## config.mk

```make
export PLATFORM = sky130hd
export DESIGN_NAME = tone_gen
export DESIGN_NICKNAME = d
export VERILOG_FILES = /design/src/verilog/tone_gen_pkg.sv /design/src/verilog/tone_stream_if.sv /design/src/verilog/tone_skid_buf.sv /design/src/verilog/tone_gen.sv
export VERILOG_INCLUDE_DIRS = /design/src /design/src/verilog
export SDC_FILE = /design/constraint.sdc
export NUM_CORES = 2
export LEC_CHECK = 0
export ABC_CLOCK_PERIOD_IN_PS = 9100
export BUFFER_PORTS_ARGS = -buffer_cell sky130_fd_sc_hd__buf_2
export CORE_MARGIN = 2
export CORE_UTILIZATION = 60
export CTS_CLUSTER_SIZE = 25
export DETAILED_ROUTE_END_ITERATION = 6
export PLACE_DENSITY = 0.88
export SLEW_MARGIN = 20
export SYNTH_ARGS = -nofsm -noshare
export SYNTH_HDL_FRONTEND = slang
export SYNTH_SLANG_ARGS = --single-unit
```

## constraint.sdc

```tcl
create_clock -name clk -period 9.1 [get_ports clk]
set_input_delay 0.91 -clock clk [delete_from_list [all_inputs] [get_ports clk]]
set_output_delay 0.91 -clock clk [all_outputs]
set_load 0.01 [all_outputs]
```

## src/verilog/tone_gen_defines.svh

```systemverilog
// Purpose: Constants for the stereo tone generator register file and datapath
// Assumes: Byte-wide register port, one access per cycle
// Notes: Offsets are the byte addresses of the control space
// Operation
// - Writing enable high starts the tone; hardware clears enable when duration ends.
// - Left volume code zero is +2 dB, each step 1 dB lower, to -61 dB.
// - Right volume code uses the same +2 dB to -61 dB mapping.
// - Link field 01 left uses right volume, 10 right uses left, else own.
// - No tone unless the DAC path runs the tone-capable processing mode.
// - Duration is a 24-bit sample count built from high, middle and low bytes.
// - Duration resets to high 0x00, middle 0x00, low 0xee.
// - Sine coefficient is 16 bits over two bytes, reset 0x10 and 0xd8.
// - Cosine coefficient is 16 bits over two bytes, reset 0x7e and 0xe3.
`ifndef TONE_GEN_DEFINES_SVH
`define TONE_GEN_DEFINES_SVH

`define ADDR_LEFT_CTL 8'h47
`define ADDR_RIGHT_CTL 8'h48
`define ADDR_LEN_HIGH 8'h49
`define ADDR_LEN_MID 8'h4a
`define ADDR_LEN_LOW 8'h4b
`define ADDR_SIN_HIGH 8'h4c
`define ADDR_SIN_LOW 8'h4d
`define ADDR_COS_HIGH 8'h4e
`define ADDR_COS_LOW 8'h4f

`define RST_LEFT_CTL 8'h00
`define RST_RIGHT_CTL 8'h00
`define RST_LEN_HIGH 8'h00
`define RST_LEN_MID 8'h00
`define RST_LEN_LOW 8'hee
`define RST_SIN_HIGH 8'h10
`define RST_SIN_LOW 8'hd8
`define RST_COS_HIGH 8'h7e
`define RST_COS_LOW 8'he3

`define BIT_ENABLE 7
`define VOL_MSB 5
`define LINK_MSB 7
`define LINK_LSB 6
`define LINK_L_FROM_R 2'h1
`define LINK_R_FROM_L 2'h2

// Oscillator seed amplitude is sine scaled down by this shift (half scale)
`define SEED_SHIFT 1
// Coefficients are Q15; the doubled cosine product is shifted by 14
`define OSC_SHIFT 14
`define GAIN_SHIFT 14

`endif

```

## src/verilog/tone_gen_pkg.sv

```systemverilog
// Purpose: Types shared by the tone generator modules
// Assumes: Nothing beyond the defines header
// Notes: Sample word carries left in the upper half
package tone_gen_pkg;
   typedef enum logic [0:0] {
      ST_IDLE = 1'b0,
      ST_RUN = 1'b1
   } tone_state_e;
   typedef logic signed [15:0] sample_t;
   typedef logic [31:0] pair_t;
endpackage : tone_gen_pkg

```

## src/verilog/tone_stream_if.sv

```systemverilog
// Purpose: Valid/ready carrier of stereo sample pairs between internal modules
// Assumes: Single clock domain
// Notes: Transfer happens when valid and ready are both high
interface tone_stream_if;
   logic valid;
   logic ready;
   tone_gen_pkg::pair_t data;
   modport src (output valid, output data, input ready);
   modport snk (input valid, input data, output ready);
endinterface : tone_stream_if

```

## src/verilog/tone_skid_buf.sv

```systemverilog
// Purpose: Two-entry buffer between the oscillator and the DAC path
// Assumes: Source holds nothing back; it only pushes when ready is high
// Notes: Head entry drives the outputs directly from flip-flops
module tone_skid_buf (
   input wire logic clk,
   input wire logic rst_n,
   tone_stream_if.snk in_s,
   output logic out_valid,
   output tone_gen_pkg::pair_t out_data,
   input wire logic out_ready
);
   tone_gen_pkg::pair_t entry_r [2];
   logic spare_v_r;
   logic push;
   logic pop;

   // Ready from a flop keeps the oscillator free of a combinational loop
   assign in_s.ready = !spare_v_r;
   assign push = in_s.valid && !spare_v_r;
   assign pop = out_valid && out_ready;
   assign out_data = entry_r[0];

   always_ff @(posedge clk or negedge rst_n) begin
      if (!rst_n) begin
         out_valid <= 1'b0;
         spare_v_r <= 1'b0;
         entry_r[0] <= 32'h0;
         entry_r[1] <= 32'h0;
      end else if (!out_valid) begin
         if (push) begin
            entry_r[0] <= in_s.data;
            out_valid <= 1'b1;
         end
      end else if (!spare_v_r) begin
         if (pop && push) begin
            entry_r[0] <= in_s.data;
         end else if (pop) begin
            out_valid <= 1'b0;
         end else if (push) begin
            entry_r[1] <= in_s.data;
            spare_v_r <= 1'b1;
         end
      end else if (pop) begin
         entry_r[0] <= entry_r[1];
         spare_v_r <= 1'b0;
      end
   end
endmodule : tone_skid_buf

```

## src/verilog/tone_gen.sv

```systemverilog
// Purpose: Stereo sine tone generator feeding the DAC playback path
// Assumes: sample_tick is a one-cycle DAC word strobe on clk
// Notes: Left control read shows the live enable; gain steps use 6 dB = x2
`include "tone_gen_defines.svh"
module tone_gen (
   input wire logic clk,
   input wire logic rst_n,
   input wire logic reg_wr_en,
   input wire logic reg_rd_en,
   input wire logic [7:0] reg_addr,
   input wire logic [7:0] reg_wdata,
   output logic [7:0] reg_rdata,
   input wire logic sample_tick,
   input wire logic tone_capable_dac_processing_mode,
   output logic tone_active,
   output logic tone_valid,
   output tone_gen_pkg::pair_t tone_data,
   input wire logic tone_ready
);
   logic [7:0] left_ctl_r;
   logic [7:0] right_ctl_r;
   logic [7:0] len_high_r;
   logic [7:0] len_mid_r;
   logic [7:0] len_low_r;
   logic [7:0] sin_high_r;
   logic [7:0] sin_low_r;
   logic [7:0] cos_high_r;
   logic [7:0] cos_low_r;
   tone_gen_pkg::tone_state_e state_r;
   logic [23:0] remain_r;
   logic pend_r;
   tone_gen_pkg::sample_t y_cur_r;
   tone_gen_pkg::sample_t y_prev_r;
   tone_gen_pkg::sample_t y_nxt;
   logic wr_left;
   logic start;
   logic fire;
   logic done;
   logic [5:0] vol_left;
   logic [5:0] vol_right;
   logic [1:0] link;

   tone_stream_if tone_s ();

   // Gain 10^((2-code)/20) as Q14 mantissa per 1 dB step, halved each 6 dB
   function automatic tone_gen_pkg::sample_t apply_gain(
      input tone_gen_pkg::sample_t s, input logic [5:0] code);
      logic [3:0] q;
      logic [2:0] r;
      logic [15:0] m;
      logic signed [31:0] p;
      q = 4'(code / 6'h6);
      r = 3'(code % 6'h6);
      unique case (r)
         3'h0: m = 16'h5092;
         3'h1: m = 16'h47cf;
         3'h2: m = 16'h4000;
         3'h3: m = 16'h390b;
         3'h4: m = 16'h32d6;
         default: m = 16'h2d4f;
      endcase
      p = 32'(s) * 32'($signed(m));
      p = (p >>> `GAIN_SHIFT) >>> q;
      return p[15:0];
   endfunction : apply_gain

   function automatic tone_gen_pkg::sample_t sat16(input logic signed [17:0] v);
      if (v > 18'sh07fff) begin
         return 16'sh7fff;
      end else if (v < -18'sh08000) begin
         return -16'sh8000;
      end
      return v[15:0];
   endfunction : sat16

   assign wr_left = reg_wr_en && reg_addr == `ADDR_LEFT_CTL;
   assign start = wr_left && reg_wdata[`BIT_ENABLE];
   assign link = right_ctl_r[`LINK_MSB:`LINK_LSB];
   // Volume source selection
   assign vol_left = link == `LINK_L_FROM_R ? right_ctl_r[`VOL_MSB:0]
                                            : left_ctl_r[`VOL_MSB:0];
   assign vol_right = link == `LINK_R_FROM_L ? left_ctl_r[`VOL_MSB:0]
                                             : right_ctl_r[`VOL_MSB:0];
   // Tone only advances in the tone-capable processing mode
   assign fire = state_r == tone_gen_pkg::ST_RUN && pend_r && tone_s.ready &&
                 remain_r != 24'h0 && tone_capable_dac_processing_mode;
   assign done = state_r == tone_gen_pkg::ST_RUN &&
                 (remain_r == 24'h0 || !tone_capable_dac_processing_mode);

   always_comb begin
      logic signed [31:0] prod;
      prod = 32'($signed({cos_high_r, cos_low_r})) * 32'(y_cur_r);
      y_nxt = sat16(18'(prod >>> `OSC_SHIFT) - 18'(y_prev_r));
   end

   assign tone_s.valid = fire;
   assign tone_s.data = {apply_gain(y_cur_r, vol_left),
                         apply_gain(y_cur_r, vol_right)};

   // Software write of the enable wins over the hardware clear
   always_ff @(posedge clk or negedge rst_n) begin
      if (!rst_n) begin
         left_ctl_r <= `RST_LEFT_CTL;
         state_r <= tone_gen_pkg::ST_IDLE;
      end else if (wr_left) begin
         left_ctl_r <= reg_wdata;
         state_r <= start ? tone_gen_pkg::ST_RUN : tone_gen_pkg::ST_IDLE;
      end else if (done) begin
         left_ctl_r[`BIT_ENABLE] <= 1'b0;
         state_r <= tone_gen_pkg::ST_IDLE;
      end
   end

   always_ff @(posedge clk or negedge rst_n) begin
      if (!rst_n) begin
         right_ctl_r <= `RST_RIGHT_CTL;
         len_high_r <= `RST_LEN_HIGH;
         len_mid_r <= `RST_LEN_MID;
         len_low_r <= `RST_LEN_LOW;
         sin_high_r <= `RST_SIN_HIGH;
         sin_low_r <= `RST_SIN_LOW;
         cos_high_r <= `RST_COS_HIGH;
         cos_low_r <= `RST_COS_LOW;
      end else if (reg_wr_en) begin
         unique case (reg_addr)
            `ADDR_RIGHT_CTL: right_ctl_r <= reg_wdata;
            `ADDR_LEN_HIGH: len_high_r <= reg_wdata;
            `ADDR_LEN_MID: len_mid_r <= reg_wdata;
            `ADDR_LEN_LOW: len_low_r <= reg_wdata;
            `ADDR_SIN_HIGH: sin_high_r <= reg_wdata;
            `ADDR_SIN_LOW: sin_low_r <= reg_wdata;
            `ADDR_COS_HIGH: cos_high_r <= reg_wdata;
            `ADDR_COS_LOW: cos_low_r <= reg_wdata;
            default: ;
         endcase
      end
   end

   always_ff @(posedge clk or negedge rst_n) begin
      if (!rst_n) begin
         reg_rdata <= 8'h00;
      end else if (reg_rd_en) begin
         unique case (reg_addr)
            `ADDR_LEFT_CTL: reg_rdata <= left_ctl_r;
            `ADDR_RIGHT_CTL: reg_rdata <= right_ctl_r;
            `ADDR_LEN_HIGH: reg_rdata <= len_high_r;
            `ADDR_LEN_MID: reg_rdata <= len_mid_r;
            `ADDR_LEN_LOW: reg_rdata <= len_low_r;
            `ADDR_SIN_HIGH: reg_rdata <= sin_high_r;
            `ADDR_SIN_LOW: reg_rdata <= sin_low_r;
            `ADDR_COS_HIGH: reg_rdata <= cos_high_r;
            `ADDR_COS_LOW: reg_rdata <= cos_low_r;
            default: reg_rdata <= 8'h00;
         endcase
      end
   end

   // Remaining sample count
   always_ff @(posedge clk or negedge rst_n) begin
      if (!rst_n) begin
         remain_r <= 24'h0;
      end else if (start) begin
         remain_r <= {len_high_r, len_mid_r, len_low_r};
      end else if (fire) begin
         remain_r <= remain_r - 24'h1;
      end
   end

   // A pending tick waits out a stall; further ticks in the same stall merge into it
   always_ff @(posedge clk or negedge rst_n) begin
      if (!rst_n) begin
         pend_r <= 1'b0;
      end else if (sample_tick) begin
         pend_r <= 1'b1;
      end else if (fire) begin
         pend_r <= 1'b0;
      end
   end

   always_ff @(posedge clk or negedge rst_n) begin
      if (!rst_n) begin
         y_cur_r <= 16'sh0;
         y_prev_r <= 16'sh0;
      end else if (start) begin
         y_cur_r <= $signed({sin_high_r, sin_low_r}) >>> `SEED_SHIFT;
         y_prev_r <= 16'sh0;
      end else if (fire) begin
         y_cur_r <= y_nxt;
         y_prev_r <= y_cur_r;
      end
   end

   always_ff @(posedge clk or negedge rst_n) begin
      if (!rst_n) begin
         tone_active <= 1'b0;
      end else begin
         tone_active <= start || (state_r == tone_gen_pkg::ST_RUN && !done);
      end
   end

   tone_skid_buf u_buf (
      .clk(clk),
      .rst_n(rst_n),
      .in_s(tone_s),
      .out_valid(tone_valid),
      .out_data(tone_data),
      .out_ready(tone_ready)
   );
endmodule : tone_gen

```

==> results_dict.tcl <==
set metrics [dict create \
    crit_path_end_kind "flop" \
    synth_xor_area_share_pct 2.29 \
    ys_ff_latch 204 \
    pwr_density_cell_nw_per_um2 64.4 \
    startpoint_type "flop" \
    clock_skew_ns 0.0255 \
    drive_gt1_share_pct 12.0 \
    syn_area_um2 40100 \
    setup_slack_ns 0.127 \
    p_seq_share_pct 34.6 \
    track_usage_pct 32.0 \
    cts_buffer_depth 3 \
    criticalPathCategory "reg2reg" \
    synth_top_family_by_area "adder cells" \
    grt_pass1_vias 34900 \
    antenna_left 0 \
    stdcell_area_um2 43200 \
    path_max_fanout 12 \
    synth-edff-count 0 \
    drtIter0Drc 3307 \
    outcome "finished with violations" \
    start_util_pct 60.8 \
    setup_viol 0 \
    finish.net_count 5569 \
    syn_nets 5527 \
    multiInputGateArea_um2 30800 \
    dp_hpwl_mm 85.6 \
    synth_ff_type "dfrtp_1" \
    power_uw 2790 \
    worst_pin_slew_ns 1.10 \
    peakVddDrop_v 0.0000987 \
    grt_overflow 0 \
    core_um2 66000 \
    seq_area_um2 5140 \
    clock_power_share_pct 31.4 \
    h-tree-depth 1 \
    antenna_found_initial 2 \
    area_growth_pct 7.76 \
    leakagePower_uw 0.0230 \
    combPwrFrac_pct 34.0 \
    path_clk_slew_ns 0.07 \
    max_stage_delay_ns 0.61 \
    holdCritPathClass "in2async" \
    viasPerCell 6.02 \
    cts-buffers-inserted 21 \
    cpMostUsedCell "fa_1" \
    finalHoldViolCount 0 \
    row_count 94 \
    dieArea_um2 68900 \
    drc_errors 14 \
    cap_violations 0 \
    via_count 32600 \
    period_minus_slack_ns 8.97 \
    gp_congestion 0.959 \
    synth_seq_area_share_pct 12.8 \
    io_pins 65 \
    violations "design-rule violations" \
    ctsHoldBuffers 0 \
    critPathRequiredTime_ns 9.50 \
    switching_share_pct 35.9 \
    synthCells 4497 \
    post_drt_wl_per_cell_um 20.0 \
    relSlewSlack_pct 26.4 \
    worstPathArrival_ns 9.37 \
    placed_area_um2 41800 \
    cts_root_buf "clkbuf_16" \
    ys_warn_count 0 \
    cts_tree "built" \
    routed_wl_mm 109 \
    grt_pass1_wl_mm 177 \
    io_buffers 64 \
    synth_cell_types 96 \
    async_flop_share_pct 100 \
    synthMuxAreaShare_pct 3.64 \
    numClockSinks 204 \
    power.internal_uw 1790 \
    fin_setup_tns_ns 0 \
    syn_avg_cell_area_um2 8.92 \
    grt_max_degree 128 \
    timing.final.crit_share_pct 98.6 \
    place_ws_ns -0.0987 \
    die_y_um 263 \
    maxSlewViolCount 0 \
    switching_power_uw 999 \
    synth_compound_area_share_pct 10.2 \
    max_freq_ghz 0.111 \
    cp_slowest_cell "dfstp_2" \
    drt-pass1-iter-count 7 \
    synthAdderAreaFrac_pct 44.8 \
    yosys.area_share.simple_pct 14.8 \
    die_w_um 263 \
    nFillCells 4772 \
    clock_latency_ns 0.54 \
]
[synthesized netlist by cell type (42+ instances only)]
| master | n | share of area [%] |
|---|---|---|
| nor3_1 | 43 | 0.54 |
| and2_1 | 199 | 3.1 |
| mux2i_1 | 42 | 1.0 |
| nor2b_1 | 53 | 0.83 |
| nand2_1 | 558 | 5.2 |
| and3_1 | 68 | 1.1 |
| clkbuf_1 | 183 | 1.7 |
| inv_1 | 940 | 8.8 |
| dfrtp_1 | 182 | 11 |
| fa_1 | 714 | 36 |
| o21ai_0 | 149 | 1.9 |
| a21o_1 | 48 | 0.90 |
| mux2_2 | 89 | 2.5 |
| xnor2_1 | 73 | 1.6 |
| nor2_1 | 141 | 1.3 |
| a21oi_1 | 165 | 2.1 |
| ha_1 | 293 | 9.1 |
[cell type report]
| class | instances | area share [%] |
|---|---|---|
| multi-input cells | 3106 | 71.3 |
| flip-flops and latches | 204 | 11.9 |
| clock inverters | 9 | 0.229 |
| repair buffers | 266 | 4.50 |
| well taps | 864 | 2.50 |
| diodes | 1 | 0.00579 |
| clock buffers | 28 | 1.37 |
| inverters | 940 | 8.16 |
[power by group through the flow]
stage                     clock network [µW]  logic, µW  registers, µW
after floorplan                            0        581            958
after global placement                     0        835            975
after detailed placement                   0        859            976
after CTS                                880        866            960
after global routing                     916       1030            963
final                                    874        948            963
[final timing paths]
| path | end | start | slack, ns | cells past startpoint |
|---|---|---|---|---|
| hold reg to reg | u_buf.out_data[31]$_DFFE_PN0P_ | u_buf.out_data[31]$_DFFE_PN0P_ | 0.46 | 2 |
| hold / removal | u_buf.out_data[29]$_DFFE_PN0P_ | rst_n | 0.30 | 1 |
| min in group clk | u_buf.out_data[31]$_DFFE_PN0P_ | u_buf.out_data[31]$_DFFE_PN0P_ | 0.46 | 2 |
| setup reg to reg | y_cur_r[8]$_DFFE_PN0P_ | cos_low_r[5]$_DFFE_PN1P_ | 0.13 | 33 |
| setup / recovery | y_cur_r[8]$_DFFE_PN0P_ | cos_low_r[5]$_DFFE_PN1P_ | 0.13 | 33 |
| max in group asynchronous | left_ctl_r[3]$_DFFE_PN0P_ | rst_n | 6.94 | 3 |
[through the flow]
stage / instances / hold WS (ns) / util (%)
after floorplan: 4497 / 0.440 / -
final: 5418 / 0.298 / 65.5
after global placement: 5358 / 0.452 / 63.4
after detailed placement: 5358 / 0.453 / 63.4
after global routing: 5417 / 0.326 / 65.5
after CTS: 5395 / 0.467 / 64.5
[per-layer routing]
metal | global-route usage [%] | routed length (µm)
met5 | 0 | 11
met4 | 19.4 | 7610
met3 | 5.38 | 10200
met2 | 54.1 | 52700
met1 | 38.6 | 38000
[state kept, by name, summed over array words and instances, names as in the netlist]
signal,count
len_low_r,8
len_mid_r,8
right_ctl_r,8
len_high_r,8
u_buf.out_valid,1
u_buf.out_data,32
sin_high_r,8
reg_rdata,8
cos_high_r,8
tone_active,1
y_prev_r,16
remain_r,24
u_buf.spare_v_r,1
cos_low_r,8
y_cur_r,16
u_buf.entry_r,32
pend_r,1
left_ctl_r,8
sin_low_r,8
[cells in the final DEF (no fill, tap or decap), drive strengths merged, types with 143 or more instances in the layout]
cell	Yosys	routed
a21oi	166	166
o21ai	156	156
nor2	143	143
and2	200	200
dfrtp	182	182
fa	714	714
nand2	558	558
inv	940	941
ha	293	293
buf	64	265
[repair_timing]
item,4_1_cts,5_1_grt
buffers inserted,0,19
endpoints found under the setup margin,15,78
gates cloned,0,2
pin swaps,0,23
resized for setup,4,133
[critical path, delay by kind of cell, from the launching register on]
| family | cells | cell delay, ns |
|---|---|---|
| adder cells (fa/ha/maj) | 8 | 3.78 |
| XOR/XNOR | 1 | 0.18 |
| buffers and inverters | 8 | 0.98 |
| AND/OR/NAND/NOR | 3 | 0.71 |
| AO/OA/AOI/OAI | 13 | 2.56 |
| flip-flops | 1 | 0.61 |
[kinds of logic after synthesis]
group	after synthesis
AO/OA/AOI/OAI	630
XOR/XNOR	104
adder cells (fa/ha/maj)	1007
buffers and inverters	1187
flip-flops	204
multiplexers	133
AND/OR/NAND/NOR	1232
Note: power is estimated with default switching activity, not from simulation.
